**src/rtl/remote_temp_defs.svh**
```systemverilog
/*
 * Register addresses, field positions and reset values of the remote
 * temperature limit, result and offset registers.
 * Assumes a serial front end that presents decoded byte accesses.
 */
`ifndef REMOTE_TEMP_DEFS_SVH
`define REMOTE_TEMP_DEFS_SVH

// ----------------------------------------------------------------
// Register addresses
// ----------------------------------------------------------------
`define RD_REMOTE_LOW_LIMIT_INT   8'h08
`define WR_REMOTE_LOW_LIMIT_INT   8'h0e
`define WR_SINGLE_CONV_TRIGGER    8'h0f
`define RD_REMOTE_RESULT_FRACTION 8'h10
`define RW_REMOTE_OFFSET_INT      8'h11
`define RW_REMOTE_OFFSET_FRACTION 8'h12
`define RD_REMOTE_RESULT_INT      8'h01

// ----------------------------------------------------------------
// Fields and reset values
// ----------------------------------------------------------------
`define FRAC_MSB                  7
`define FRAC_LSB                  4
`define FRAC_PAD                  4'h0
`define BYTE_RESET                8'h00
`define WORD_RESET                12'h000
`define UNMAPPED_READ             8'h00

`endif

```
**src/rtl/remote_temp_pkg.sv**
```systemverilog
/*
 * Types shared by the remote temperature register block.
 * Assumes the defines header is included where constants are needed.
 */
package remote_temp_pkg;

	// ----------------------------------------------------------------
	// Conversion sequencer
	// ----------------------------------------------------------------
	typedef enum logic [1:0]
	{
		SEQ_CONTINUOUS = 2'h0,
		SEQ_DRAINING   = 2'h1,
		SEQ_SHUTDOWN   = 2'h3,
		SEQ_ONE_SHOT   = 2'h2
	} seq_state_e;

	// ----------------------------------------------------------------
	// Host access and converter result carriers
	// ----------------------------------------------------------------
	typedef struct packed
	{
		logic       rd;
		logic       wr;
		logic [7:0] addr;
		logic [7:0] wdata;
	} host_access_s;

	typedef struct packed
	{
		logic        done;
		logic [11:0] value;
	} conv_result_s;

	typedef enum logic [1:0]
	{
		LOCK_NONE = 2'h0,
		LOCK_FRAC = 2'h1,
		LOCK_INT  = 2'h2
	} lock_e;

	typedef struct packed
	{
		logic [7:0]  low_limit_int;
		logic [7:0]  offset_int;
		logic [3:0]  offset_frac;
		logic [7:0]  result_int;
		logic [3:0]  result_frac;
		lock_e       lock;
		seq_state_e  seq;
		logic [7:0]  rdata;
		logic        below_low;
	} regs_s;

endpackage

```
**src/rtl/remote_temp_limit_offset_regs.sv**
```systemverilog
/*
 * Remote low limit, one-shot trigger, remote result with byte
 * coherency lock, and remote offset correction.
 * Assumes host accesses arrive as one-cycle strobes synchronous to
 * sys_clk, and that the converter pulses conv.done once per result.
 */
`include "remote_temp_defs.svh"

// Function
// - Hold eight-bit remote low limit integer, compare remote result against it.
// - Low limit reads at 08h, writes at 0Eh, resets to zero.
// - In shutdown, any write to trigger starts one conversion, data ignored.
// - Trigger at 0Fh is write-only, nothing readable behind it.
// - Result fraction read-only, bits 7..4 sixteenths, low bits read zero.
// - Result fraction readable at 10h, not writable, resets to zero.
// - Each finished conversion overwrites result bytes unless byte is locked.
// - Reading result integer locks fraction until fraction is read.
// - Reading fraction first locks integer until integer is read.
// - Any other register read releases the lock.
// - Hold eight-bit offset integer and add it before storing result.
// - Four offset fraction bits 7..4 join the same addition.
// - Offset shares result format and applies after every conversion.
// - Offset integer at 11h, fraction at 12h, both reset to zero.
// - Shutdown entered only when control bit set, after current conversion.
module remote_temp_limit_offset_regs
(
	// Clock, reset, enable
	input  wire logic                         sys_clk,
	input  wire logic                         nrst,
	input  wire logic                         clk_en,
	// Host register access
	input  wire remote_temp_pkg::host_access_s host,
	output logic      [7:0]                   host_rdata,
	// Converter link
	input  wire remote_temp_pkg::conv_result_s conv,
	input  wire logic                         conv_busy,
	input  wire logic                         shutdown_control_bit,
	output logic                              conv_start,
	output logic                              conv_enable,
	// Unit outputs
	output logic                              in_shutdown,
	output logic                              remote_below_low,
	output logic      [7:0]                   remote_result_int
);

	// ----------------------------------------------------------------
	// State
	// ----------------------------------------------------------------
	remote_temp_pkg::regs_s r_r;
	remote_temp_pkg::regs_s r_nxt;
	logic [11:0]            corrected;
	logic                   trig_wr;

	function automatic logic is_read(input remote_temp_pkg::host_access_s a, input logic [7:0] addr);
		is_read = a.rd && (a.addr == addr);
	endfunction

	function automatic logic is_write(input remote_temp_pkg::host_access_s a, input logic [7:0] addr);
		is_write = a.wr && (a.addr == addr);
	endfunction

	// ----------------------------------------------------------------
	// Next state
	// ----------------------------------------------------------------
	always_comb
	begin
		r_nxt     = r_r;
		// Wraps on overflow, same as the converter's own format
		corrected = conv.value + {r_r.offset_int, r_r.offset_frac};
		trig_wr   = is_write(host, `WR_SINGLE_CONV_TRIGGER);

		if (is_write(host, `WR_REMOTE_LOW_LIMIT_INT))
		begin
			r_nxt.low_limit_int = host.wdata;
		end
		if (is_write(host, `RW_REMOTE_OFFSET_INT))
		begin
			r_nxt.offset_int = host.wdata;
		end
		if (is_write(host, `RW_REMOTE_OFFSET_FRACTION))
		begin
			r_nxt.offset_frac = host.wdata[`FRAC_MSB:`FRAC_LSB];
		end

		// Conversion store, lock-aware
		if (conv.done)
		begin
			if (r_r.lock != remote_temp_pkg::LOCK_INT)
			begin
				r_nxt.result_int = corrected[11:4];
			end
			if (r_r.lock != remote_temp_pkg::LOCK_FRAC)
			begin
				r_nxt.result_frac = corrected[3:0];
			end
		end

		// Read data and lock tracking; a locked byte keeps stale data by design
		if (host.rd)
		begin
			unique case (host.addr)
				`RD_REMOTE_LOW_LIMIT_INT:   r_nxt.rdata = r_r.low_limit_int;
				`RD_REMOTE_RESULT_INT:      r_nxt.rdata = r_r.result_int;
				`RD_REMOTE_RESULT_FRACTION: r_nxt.rdata = {r_r.result_frac, `FRAC_PAD};
				`RW_REMOTE_OFFSET_INT:      r_nxt.rdata = r_r.offset_int;
				`RW_REMOTE_OFFSET_FRACTION: r_nxt.rdata = {r_r.offset_frac, `FRAC_PAD};
				default:                    r_nxt.rdata = `UNMAPPED_READ;
			endcase
			if (is_read(host, `RD_REMOTE_RESULT_INT))
			begin
				r_nxt.lock = (r_r.lock == remote_temp_pkg::LOCK_INT) ?
				             remote_temp_pkg::LOCK_NONE : remote_temp_pkg::LOCK_FRAC;
			end
			else if (is_read(host, `RD_REMOTE_RESULT_FRACTION))
			begin
				r_nxt.lock = (r_r.lock == remote_temp_pkg::LOCK_FRAC) ?
				             remote_temp_pkg::LOCK_NONE : remote_temp_pkg::LOCK_INT;
			end
			else
			begin
				r_nxt.lock = remote_temp_pkg::LOCK_NONE;
			end
		end

		r_nxt.below_low = (r_nxt.result_int < r_r.low_limit_int);

		// Conversion sequencer
		unique case (r_r.seq)
			remote_temp_pkg::SEQ_CONTINUOUS:
			begin
				// Trigger writes ignored here
				if (shutdown_control_bit)
				begin
					r_nxt.seq = conv_busy ? remote_temp_pkg::SEQ_DRAINING : remote_temp_pkg::SEQ_SHUTDOWN;
				end
			end
			remote_temp_pkg::SEQ_DRAINING:
			begin
				if (!shutdown_control_bit)
				begin
					r_nxt.seq = remote_temp_pkg::SEQ_CONTINUOUS;
				end
				else if (!conv_busy || conv.done)
				begin
					r_nxt.seq = remote_temp_pkg::SEQ_SHUTDOWN;
				end
			end
			remote_temp_pkg::SEQ_SHUTDOWN:
			begin
				if (!shutdown_control_bit)
				begin
					r_nxt.seq = remote_temp_pkg::SEQ_CONTINUOUS;
				end
				else if (trig_wr)
				begin
					r_nxt.seq = remote_temp_pkg::SEQ_ONE_SHOT;
				end
			end
			remote_temp_pkg::SEQ_ONE_SHOT:
			begin
				if (conv.done)
				begin
					r_nxt.seq = shutdown_control_bit ?
					            remote_temp_pkg::SEQ_SHUTDOWN : remote_temp_pkg::SEQ_CONTINUOUS;
				end
			end
		endcase
	end

	// ----------------------------------------------------------------
	// Registers
	// ----------------------------------------------------------------
	always_ff @(posedge sys_clk or negedge nrst)
	begin
		if (!nrst)
		begin
			r_r.low_limit_int <= `BYTE_RESET;
			r_r.offset_int    <= `BYTE_RESET;
			r_r.offset_frac   <= `FRAC_PAD;
			r_r.result_int    <= `BYTE_RESET;
			r_r.result_frac   <= `FRAC_PAD;
			r_r.lock          <= remote_temp_pkg::LOCK_NONE;
			r_r.seq           <= remote_temp_pkg::SEQ_CONTINUOUS;
			r_r.rdata         <= `BYTE_RESET;
			r_r.below_low     <= 1'b0;
		end
		else if (clk_en)
		begin
			r_r <= r_nxt;
		end
	end

	// ----------------------------------------------------------------
	// Outputs
	// ----------------------------------------------------------------
	// Start pulse is combinational so the converter sees it in the write cycle
	assign conv_start        = clk_en && trig_wr && (r_r.seq == remote_temp_pkg::SEQ_SHUTDOWN)
	                           && shutdown_control_bit;
	assign conv_enable       = (r_r.seq == remote_temp_pkg::SEQ_CONTINUOUS);
	assign in_shutdown       = (r_r.seq == remote_temp_pkg::SEQ_SHUTDOWN);
	assign host_rdata        = r_r.rdata;
	assign remote_below_low  = r_r.below_low;
	assign remote_result_int = r_r.result_int;

endmodule

```
**config.mk**
```make
export PLATFORM = sky130hd
export DESIGN_NAME = remote_temp_limit_offset_regs
export DESIGN_NICKNAME = d
export VERILOG_FILES = /design/src/rtl/remote_temp_pkg.sv /design/src/rtl/remote_temp_limit_offset_regs.sv
export VERILOG_INCLUDE_DIRS = /design/src /design/src/rtl
export SDC_FILE = /design/constraint.sdc
export NUM_CORES = 1
export LEC_CHECK = 0
export ABC_AREA = 1
export BUFFER_PORTS_ARGS = -buffer_cell sky130_fd_sc_hd__buf_4
export CAP_MARGIN = 20
export CORE_UTILIZATION = 45
export DETAILED_ROUTE_END_ITERATION = 6
export PLACE_DENSITY_LB_ADDON = 0.2
export SKIP_CTS_REPAIR_TIMING = 1
export SYNTH_ARGS = -nofsm -noshare
export SYNTH_HDL_FRONTEND = slang
export SYNTH_SLANG_ARGS = --single-unit
```
**constraint.sdc**
```tcl
create_clock -name sys_clk -period 7.4 [get_ports sys_clk]
set_clock_uncertainty 0.15 [all_clocks]
set_input_delay 0.74 -clock sys_clk [delete_from_list [all_inputs] [get_ports sys_clk]]
set_output_delay 0.74 -clock sys_clk [all_outputs]
set_load 0.01 [all_outputs]
```
==> results.sh, run 1 <==
export IMPL_die_w_microns=85.2
export IMPL_tns_ps=0
export IMPL_syn_num_nets=481
export IMPL_cts_buffers=5
export IMPL_area_growth_pct=15.7
export IMPL_vias=2846
export IMPL_floorplan_initialDensity=0.477
export IMPL_crit_fanout=6
export IMPL_insertion_delay_ps=310
export IMPL_min_period_over_period=0.379
export IMPL_r2r_start="r_r[29]"
export IMPL_synth_edf_count=0
export IMPL_h_tree_depth=2
export IMPL_ff2ff_setup_slack_ps=4720
export IMPL_async_flop_share=1.00
export IMPL_yosysTopAreaCell="dfrtp_1"
export IMPL_slew_headroom=0.615
export IMPL_drv_cap=0
export IMPL_row_count=29
export IMPL_antenna_found_initial=0
export IMPL_finalHoldViolCount=0
export IMPL_busiest_layer="met2"
export IMPL_ctsLongestPathBuffers=2
export IMPL_wl_per_cell_microns=14.9
export IMPL_r2r_end="remote_below_low"
export IMPL_io_pins=56
export IMPL_core_area_sq_mm=0.00653
export IMPL_fill_cells=636
export IMPL_cp_cell_sequence="buf_4 -> ha_1 -> nand2_1 -> nand3_1 -> nand3_1 -> nand2_1 -> nand2_1 -> nand2_1 -> nand2_1 -> nand3_1 -> and2_1 -> ha_1 -> nand2_1 -> nor2_1 -> nand2_1 -> nand2_1 -> nand2_1"
export IMPL_multi_input_area_sq_mm=0.00164
export IMPL_crit_slowest_cell="ha_1"
export IMPL_cp_top_family="simple AND/OR/NAND/NOR gates"
export IMPL_wirelength_mm=8.06
export IMPL_cp_depth=17
export IMPL_hp_class="in -> async"
export IMPL_root_buffer="clkbuf_8"
export IMPL_power_w=0.000664
export IMPL_port_buffers=55
export IMPL_path_class="in -> reg"
export IMPL_clock_sinks=45
export IMPL_slew_violations=0
export IMPL_num_nets_final=523
export IMPL_grt_use_met2=0.391
export IMPL_first_global_vias=2758
export IMPL_ant_nets=0
export IMPL_synth_area_sq_mm=0.00312
export IMPL_grt_pass1_wl_mm=13.4
export IMPL_drive_gt1_frac=0.194
export IMPL_max_stage_delay_ps=350
export IMPL_crit_required_ps=7450
export IMPL_die_area_sq_mm=0.00727
export IMPL_setup_viol=0
export IMPL_rsz0062_at_grt="no"
export IMPL_cpMostUsedCell="nand2_1"
export IMPL_ys_warn_count=0
export IMPL_yosysSeqAreaShare=0.361
export IMPL_ys_seq_elements=45
export IMPL_grt_max_degree=46
export IMPL_clk_pin_slew_ps=100
export IMPL_synth_top_cell_area_share=0.361
export IMPL_place_hpwl_mm=6.41
export IMPL_first_pass_iters=4
export IMPL_fmaxAchievable_mhz=357
export IMPL_drtIter0Drc=134
export IMPL_cts_tree="yes"
export IMPL_use_met1=0.324
export IMPL_avgViaCountPerCell=5.25
export IMPL_synthTopCellsByCount="nand2_1, inv_1, dfrtp_1, o21ai_1, nand3_1"
export IMPL_tightest_slew_ps=577
export IMPL_track_usage=0.238
export IMPL_cp_arrival_ps=2860
export IMPL_start_kind="primary input"
export IMPL_rr_worst_depth=15
export IMPL_synthCells=422
export IMPL_status="finished, final reports clean"
export IMPL_peakVddDrop_v=0.000109
export IMPL_gp_congestion=0.940
export IMPL_synth_area_leaders="dfrtp_1, nand2_1, ha_1"
export IMPL_syn_area_per_cell_sq_um=7.39
export IMPL_fin_crit_ps=2800
export IMPL_grt_ovfl_total=0
export IMPL_yosys_cell_types_count=38
export IMPL_worst_path_buf_inv=1
export IMPL_antenna_cells=0
export IMPL_cp_end_kind="flip-flop"
export IMPL_grtUsageMet3=0.0370
export IMPL_synth_flop_cell="dfrtp_1"
export IMPL_leakage_nw=1.88
export IMPL_route_detailed_drc=0
export IMPL_regArea_sq_mm=0.00113
export IMPL_p_per_area_mw_per_mm2=184
export IMPL_die_h_microns=85.2
export IMPL_synthMostInstantiatedCell="nand2_1"
power by group:
group	internal, W	total, W	switching [W]
Combinational	0.0000760	0.000173	0.0000968
Clock	0.000110	0.000203	0.0000934
Sequential	0.000269	0.000288	0.0000192
Total	0.000455	0.000664	0.000209
how the worst max path moves through the flow:
stage,from,end
detailed placement,conv[2],remote_below_low
global placement,conv[2],remote_below_low
global route,conv[4],remote_below_low
finish,conv[2],remote_below_low
CTS,host[15],conv_start
floorplan,conv[0],remote_below_low
flip-flops by register name, summed over array words and instances, names as in the netlist:
signal             flops
remote_result_int      8
r_r                   28
remote_below_low       1
host_rdata             8
cell type report:
type,instances,share of cell area
Clock buffer,6,0.0229
Clock inverter,2,0.0104
Inverter,58,0.0603
Multi-Input combinational cell,299,0.453
Sequential cell,45,0.312
Tap cell,77,0.0267
Timing Repair Buffer,55,0.114
cells in the final DEF, fill, tap and decap left out, types with 6 or more instances in the layout:
cell type	netlist	final
o21ai_0	16	16
o21ai_1	26	26
inv_1	50	50
clkbuf_8	0	6
inv_2	8	8
nand3_1	24	24
dfrtp_1	45	45
a21oi_1	14	14
ha_1	22	22
nor2_1	21	21
nand2_1	127	127
buf_4	16	55
a31oi_1	6	6
cell families after synthesis:
family	synth area share
adder cells (fa/ha/maj)	0.0947
AO/OA/AOI/OAI	0.130
AND/OR/NAND/NOR	0.286
XOR/XNOR	0.0140
flip-flops	0.361
buffers and inverters	0.114
stage by stage:
stage	std cells	cell area (sq um)	utilization	setup slack (ps)	hold WS [ps]
global placement	534	3490	0.534	4380	308
global route	542	3610	0.552	4370	321
floorplan	422	3120	-	4690	292
detailed placement	534	3490	0.534	4340	318
CTS	542	3610	0.552	4640	297
finish	542	3610	0.552	4600	266
per-layer routing:
| layer | share of wire | vias to the layer above |
|---|---|---|
| met5 | 0 | - |
| met4 | 0.023 | 0 |
| met3 | 0.056 | 15 |
| met2 | 0.45 | 94 |
| met1 | 0.47 | 1308 |
| li1 | - | 1429 |
(Power assumes the default switching activity.)
==> run 2, diff against run 1 <==
--- a/config.mk
+++ b/config.mk
@@ -6,7 +6,7 @@
 export SDC_FILE = /design/constraint.sdc
 export NUM_CORES = 1
 export LEC_CHECK = 0
-export ABC_AREA = 1
+export ABC_AREA = 0
 export BUFFER_PORTS_ARGS = -buffer_cell sky130_fd_sc_hd__buf_4
 export CAP_MARGIN = 20
 export CORE_UTILIZATION = 45
==> constraint.sdc (replaced) <==
create_clock -name sys_clk -period 2.6 [get_ports sys_clk]
set_clock_uncertainty 0.15 [all_clocks]
set_input_delay 0.26 -clock sys_clk [delete_from_list [all_inputs] [get_ports sys_clk]]
set_output_delay 0.26 -clock sys_clk [all_outputs]
set_load 0.01 [all_outputs]
==> results.sh, run 2 <==
export IMPL_layout_common_cells="buf_4, dfrtp_1, nand2_1"
export IMPL_synth_top_cell_area_share=0.378
export IMPL_avgViaCountPerCell=5.44
export IMPL_vias=2426
export IMPL_cts_tree="yes"
export IMPL_finalNonFillerCells=446
export IMPL_fmaxAchievable_mhz=346
export IMPL_ys_warn_count=0
export IMPL_synthMostInstantiatedCell="dfrtp_1"
export IMPL_largest_register_ffs=28
export IMPL_syn_num_nets=361
export IMPL_root_buffer="clkbuf_8"
export IMPL_status="complete, but fails checks"
export IMPL_first_pass_iters=4
export IMPL_power_w=0.00197
export IMPL_antenna_found_initial=0
export IMPL_hold_depth=3
export IMPL_clk_pin_slew_ps=90
export IMPL_antenna_cells=0
export IMPL_first_global_vias=2402
export IMPL_yosysSeqAreaShare=0.378
export IMPL_synthCells=302
export IMPL_slew_violations=0
export IMPL_io_pins=56
export IMPL_synth_area_leaders="dfrtp_1, mux2_2, ha_1"
export IMPL_tightest_slew_ps=654
export IMPL_area_growth_pct=25.9
export IMPL_die_w_microns=83.4
export IMPL_rr_worst_depth=13
export IMPL_top_register="r_r"
export IMPL_hp_class="in -> reg"
export IMPL_die_area_sq_mm=0.00695
export IMPL_floorplan_initialDensity=0.467
export IMPL_grt_max_degree=46
export IMPL_syn_area_per_cell_sq_um=9.87
export IMPL_tns_ps=-291
export IMPL_peakVddDrop_v=0.000287
export IMPL_ctsLongestPathBuffers=2
export IMPL_slew_headroom=0.564
export IMPL_path_class="reg -> reg"
export IMPL_rsz0062_at_grt="yes"
export IMPL_port_buffers=55
export IMPL_start_kind="flip-flop"
export IMPL_place_area_sq_mm=0.00358
export IMPL_route_detailed_drc=0
export IMPL_final_common_cell="buf_4"
export IMPL_place_inst=437
export IMPL_async_flop_share=1.00
export IMPL_h_tree_depth=2
export IMPL_wirelength_mm=7.13
export IMPL_die_h_microns=83.4
export IMPL_cp_arrival_ps=2980
export IMPL_finalHoldViolCount=0
export IMPL_p_per_area_mw_per_mm2=524
export IMPL_grt_ovfl_total=0
export IMPL_clock_sinks=45
export IMPL_yosysTopAreaCell="dfrtp_1"
export IMPL_crit_fanout=3
export IMPL_setup_slack_ps=-291
export IMPL_cts_buffers=5
export IMPL_place_hpwl_mm=5.60
export IMPL_fin_area_sq_mm=0.00375
export IMPL_leakage_nw=1.83
export IMPL_cp_end_kind="flip-flop"
export IMPL_gp_congestion=0.821
export IMPL_grt_pass1_wl_mm=11.8
export IMPL_drive_gt1_frac=0.363
export IMPL_ant_nets=0
export IMPL_fin_crit_ps=2890
export IMPL_track_usage=0.215
export IMPL_insertion_delay_ps=300
export IMPL_min_period_over_period=1.11
export IMPL_core_area_sq_mm=0.00639
export IMPL_drv_cap=0
export IMPL_setup_viol=1
export IMPL_failed_checks="setup timing"
export IMPL_num_nets_final=428
export IMPL_synthTopCellsByCount="dfrtp_1, nand2_1, o21ai_0, mux2_2, ha_1"
export IMPL_row_count=29
export IMPL_synth_area_sq_mm=0.00298
export IMPL_crit_required_ps=2690
export IMPL_ys_seq_elements=45
export IMPL_yosys_cell_types_count=41
export IMPL_drtIter0Drc=168
export IMPL_wl_per_cell_microns=16.0
export IMPL_synth_edf_count=0
export IMPL_synth_flop_cell="dfrtp_1"
-- run 2: cell types whose count changed in the layout (fill, tap and decap cells not counted), moves of 7 or more --
cell     delta
buf_4      +27
inv_1      -38
inv_2       -8
mux2_2     +25
mux2i_1    +14
nand2_1    -94
nand3_1    -19
o21ai_0     +8
o21ai_1    -24
xnor2_1     +7
-- run 2: path summary, 6_finish.rpt --
check	from	to	slack, ps
worst min-delay path	host[3]	r_r[40]	30
worst max-delay path	r_r[25]	remote_below_low	-290
max in group asynchronous	nrst	r_r[41]	1520
worst max register to register	r_r[25]	remote_below_low	-290
worst min register to register	host_rdata[1]	host_rdata[1]	340
min in group asynchronous	nrst	host_rdata[1]	360
-- run 2: kinds of logic (layout without fill, tap and decap cells) --
kind of cell | Yosys count | after routing | share of synthesized area
and+or+nand+nor | 77 | 77 | 0.134
AOI/OAI and AO/OA | 70 | 70 | 0.140
DFF | 45 | 45 | 0.378
muxes | 41 | 41 | 0.150
buffers and inverters | 35 | 102 | 0.0668
adders and majority gates | 23 | 23 | 0.0991
xor gates and xnor gates | 11 | 11 | 0.0323
-- run 2: area by class of cell --
type | instances | area [sq um]
Inverter | 12 | 45.0
Tap cell | 77 | 96.3
Clock inverter | 2 | 35.0
Fill cell | 597 | 2640
Sequential cell | 45 | 1130
Multi-Input combinational cell | 222 | 1750
Timing Repair Buffer | 83 | 626
Clock buffer | 5 | 68.8
-- run 2: layer usage --
metal | part of all wire | vias up | GRT usage
met4 | 0.0081 | 0 | 0.0470
li1 | - | 1197 | -
met2 | 0.49 | 58 | 0.370
met1 | 0.46 | 1166 | 0.287
met3 | 0.040 | 5 | 0.0308
met5 | 0 | - | 0
-- run 2: power breakdown --
part	switching [W]	internal, W
Sequential	0.0000697	0.000777
Clock	0.000240	0.000280
Combinational	0.000293	0.000307
-- run 2: stage by stage --
stage / setup slack [ps] / hold WS, ps / util
2_1_floorplan: -217 / -186 / -
3_3_place_gp: -306 / 150 / 0.561
3_5_place_dp: -371 / 153 / 0.561
4_1_cts: -386 / -175 / 0.577
5_1_grt: -491 / 38.8 / 0.587
6_report: -291 / 30.9 / 0.587
-- run 2: critical path, cell delays in order (launching register included) --
cell and delay, ps:
dfrtp_1 430, ha_4 190, fa_2 370, a211oi_2 240, o21ai_2 90, a31oi_1 170
xnor2_1 100, mux2_4 290, ha_4 220, a21oi_2 130, o21ai_1 70, nor3b_2 180
o211ai_1 110, nand3_1 80
==> run 3, diff against run 2 <==
--- a/config.mk
+++ b/config.mk
@@ -9,9 +9,11 @@
 export ABC_AREA = 0
 export BUFFER_PORTS_ARGS = -buffer_cell sky130_fd_sc_hd__buf_4
 export CAP_MARGIN = 20
+export CORE_MARGIN = 3
 export CORE_UTILIZATION = 45
 export DETAILED_ROUTE_END_ITERATION = 6
 export PLACE_DENSITY_LB_ADDON = 0.2
+export REMOVE_ABC_BUFFERS = 1
 export SKIP_CTS_REPAIR_TIMING = 1
 export SYNTH_ARGS = -nofsm -noshare
 export SYNTH_HDL_FRONTEND = slang
==> results.sh, run 3 (synthesis gave the netlist of run 2 again) <==
export IMPL_status="complete, but fails checks"
export IMPL_failed_checks="setup timing"
export IMPL_die_area_sq_mm=0.00764
export IMPL_first_pass_iters=4
export IMPL_fin_crit_ps=3010
export IMPL_place_hpwl_mm=5.58
export IMPL_cp_end_kind="flip-flop"
export IMPL_ant_nets=0
export IMPL_die_h_microns=87.4
export IMPL_io_pins=56
export IMPL_critPathCapture="remote_below_low"
export IMPL_cts_tree="yes"
export IMPL_fill_cells=554
export IMPL_first_global_vias=2396
export IMPL_grt_max_degree=46
export IMPL_clock_sinks=45
export IMPL_vias=2429
export IMPL_min_period_over_period=1.16
export IMPL_gp_congestion=0.883
export IMPL_route_detailed_drc=0
export IMPL_wirelength_mm=7.24
export IMPL_p_per_area_mw_per_mm2=525
export IMPL_drtIter0Drc=111
export IMPL_crit_start="r_r[29]"
export IMPL_slew_headroom=0.601
export IMPL_clk_pin_slew_ps=90
export IMPL_r2r_end="remote_below_low"
export IMPL_setup_slack_ps=-413
export IMPL_area_growth_pct=28.6
export IMPL_die_w_microns=87.4
export IMPL_wl_per_cell_microns=15.9
export IMPL_path_class="reg -> reg"
export IMPL_layout_common_cells="buf_4, dfrtp_1, nand2_1"
export IMPL_leakage_nw=1.90
export IMPL_floorplan_initialDensity=0.467
export IMPL_num_nets_final=436
export IMPL_grt_ovfl_total=0
export IMPL_h_tree_depth=2
export IMPL_start_kind="flip-flop"
export IMPL_drv_cap=0
export IMPL_insertion_delay_ps=300
export IMPL_r2r_start="r_r[29]"
export IMPL_track_usage=0.195
export IMPL_tightest_slew_ps=598
export IMPL_final_common_cell="buf_4"
export IMPL_largest_register_ffs=28
export IMPL_cp_arrival_ps=3100
export IMPL_peakVddDrop_v=0.000372
export IMPL_place_inst=442
export IMPL_finalNonFillerCells=455
export IMPL_hp_class="in -> reg"
export IMPL_port_buffers=55
export IMPL_grt_pass1_wl_mm=11.5
export IMPL_setup_viol=1
export IMPL_antenna_cells=0
export IMPL_avgViaCountPerCell=5.34
export IMPL_core_area_sq_mm=0.00639
export IMPL_root_buffer="clkbuf_8"
export IMPL_slew_violations=0
export IMPL_antenna_found_initial=0
export IMPL_drive_gt1_frac=0.381
export IMPL_crit_required_ps=2690
export IMPL_rsz0062_at_grt="yes"
export IMPL_row_count=29
export IMPL_cts_buffers=5
export IMPL_rr_worst_depth=12
export IMPL_finalHoldViolCount=0
export IMPL_ff2ff_setup_slack_ps=-410
export IMPL_fin_hold_ws_ps=23.8
export IMPL_fmaxAchievable_mhz=332
export IMPL_top_register="r_r"
export IMPL_ctsLongestPathBuffers=2
export IMPL_crit_fanout=4
[run 3: how the worst min path moves through the flow]
stage	startpoint	end	slack, ps	depth (start not counted)
6_report	host[3]	r_r[40]	20	3
4_1_cts	nrst	r_r[26]	-180	1
5_1_grt	host[3]	r_r[40]	30	3
3_3_place_gp	nrst	r_r[9]	150	1
3_5_place_dp	nrst	host_rdata[6]	150	1
2_1_floorplan	nrst	host_rdata[0]	-190	0
[run 3: final cells by class]
class | count | area, sq um | area share
clock buffer | 5 | 68.8 | 0.0180
clock inverter | 3 | 47.5 | 0.0124
inverter | 12 | 45.0 | 0.0117
multi-input combinational | 222 | 1760 | 0.459
sequential | 45 | 1130 | 0.294
tap | 77 | 96.3 | 0.0251
timing repair buffer | 91 | 689 | 0.180
[run 3: routing by layer]
layer	vias up	global-route usage	part of all wire
li1	1218	-	-
met1	1153	0.269	0.47
met2	52	0.317	0.48
met5	-	0	0
met4	0	0.0474	0.012
met3	6	0.0341	0.041
[run 3: worst max-delay path, stage by stage (launching register included)]
cell and delay (ps):
dfrtp_1 440, ha_1 370, o211ai_1 150, o211ai_1 310, a41oi_1 180, xnor2_1 190, mux2_2 280, ha_1 300
nand4_1 80, o21ai_1 90, nor3b_2 220, o211ai_1 110, nand3_1 70
[run 3: report_power, final]
| group | switching (W) | leakage [nW] | total, W | internal [W] |
|---|---|---|---|---|
| Sequential | 0.0000677 | 0.556 | 0.000845 | 0.000777 |
| Combinational | 0.000301 | 1.28 | 0.000617 | 0.000317 |
| Clock | 0.000257 | 0.0591 | 0.000551 | 0.000293 |
[run 3: stage by stage]
stage	setup slack [ps]	total power, W	cell area [sq um]	setup TNS (ps)	util
2_1_floorplan	-446	0.00118	2830	-446	-
3_3_place_gp	-580	0.00143	3570	-580	0.559
3_5_place_dp	-661	0.00144	3570	-661	0.559
4_1_cts	-700	0.00199	3680	-700	0.577
5_1_grt	-571	0.00214	3830	-571	0.600
6_report	-413	0.00201	3830	-413	0.600
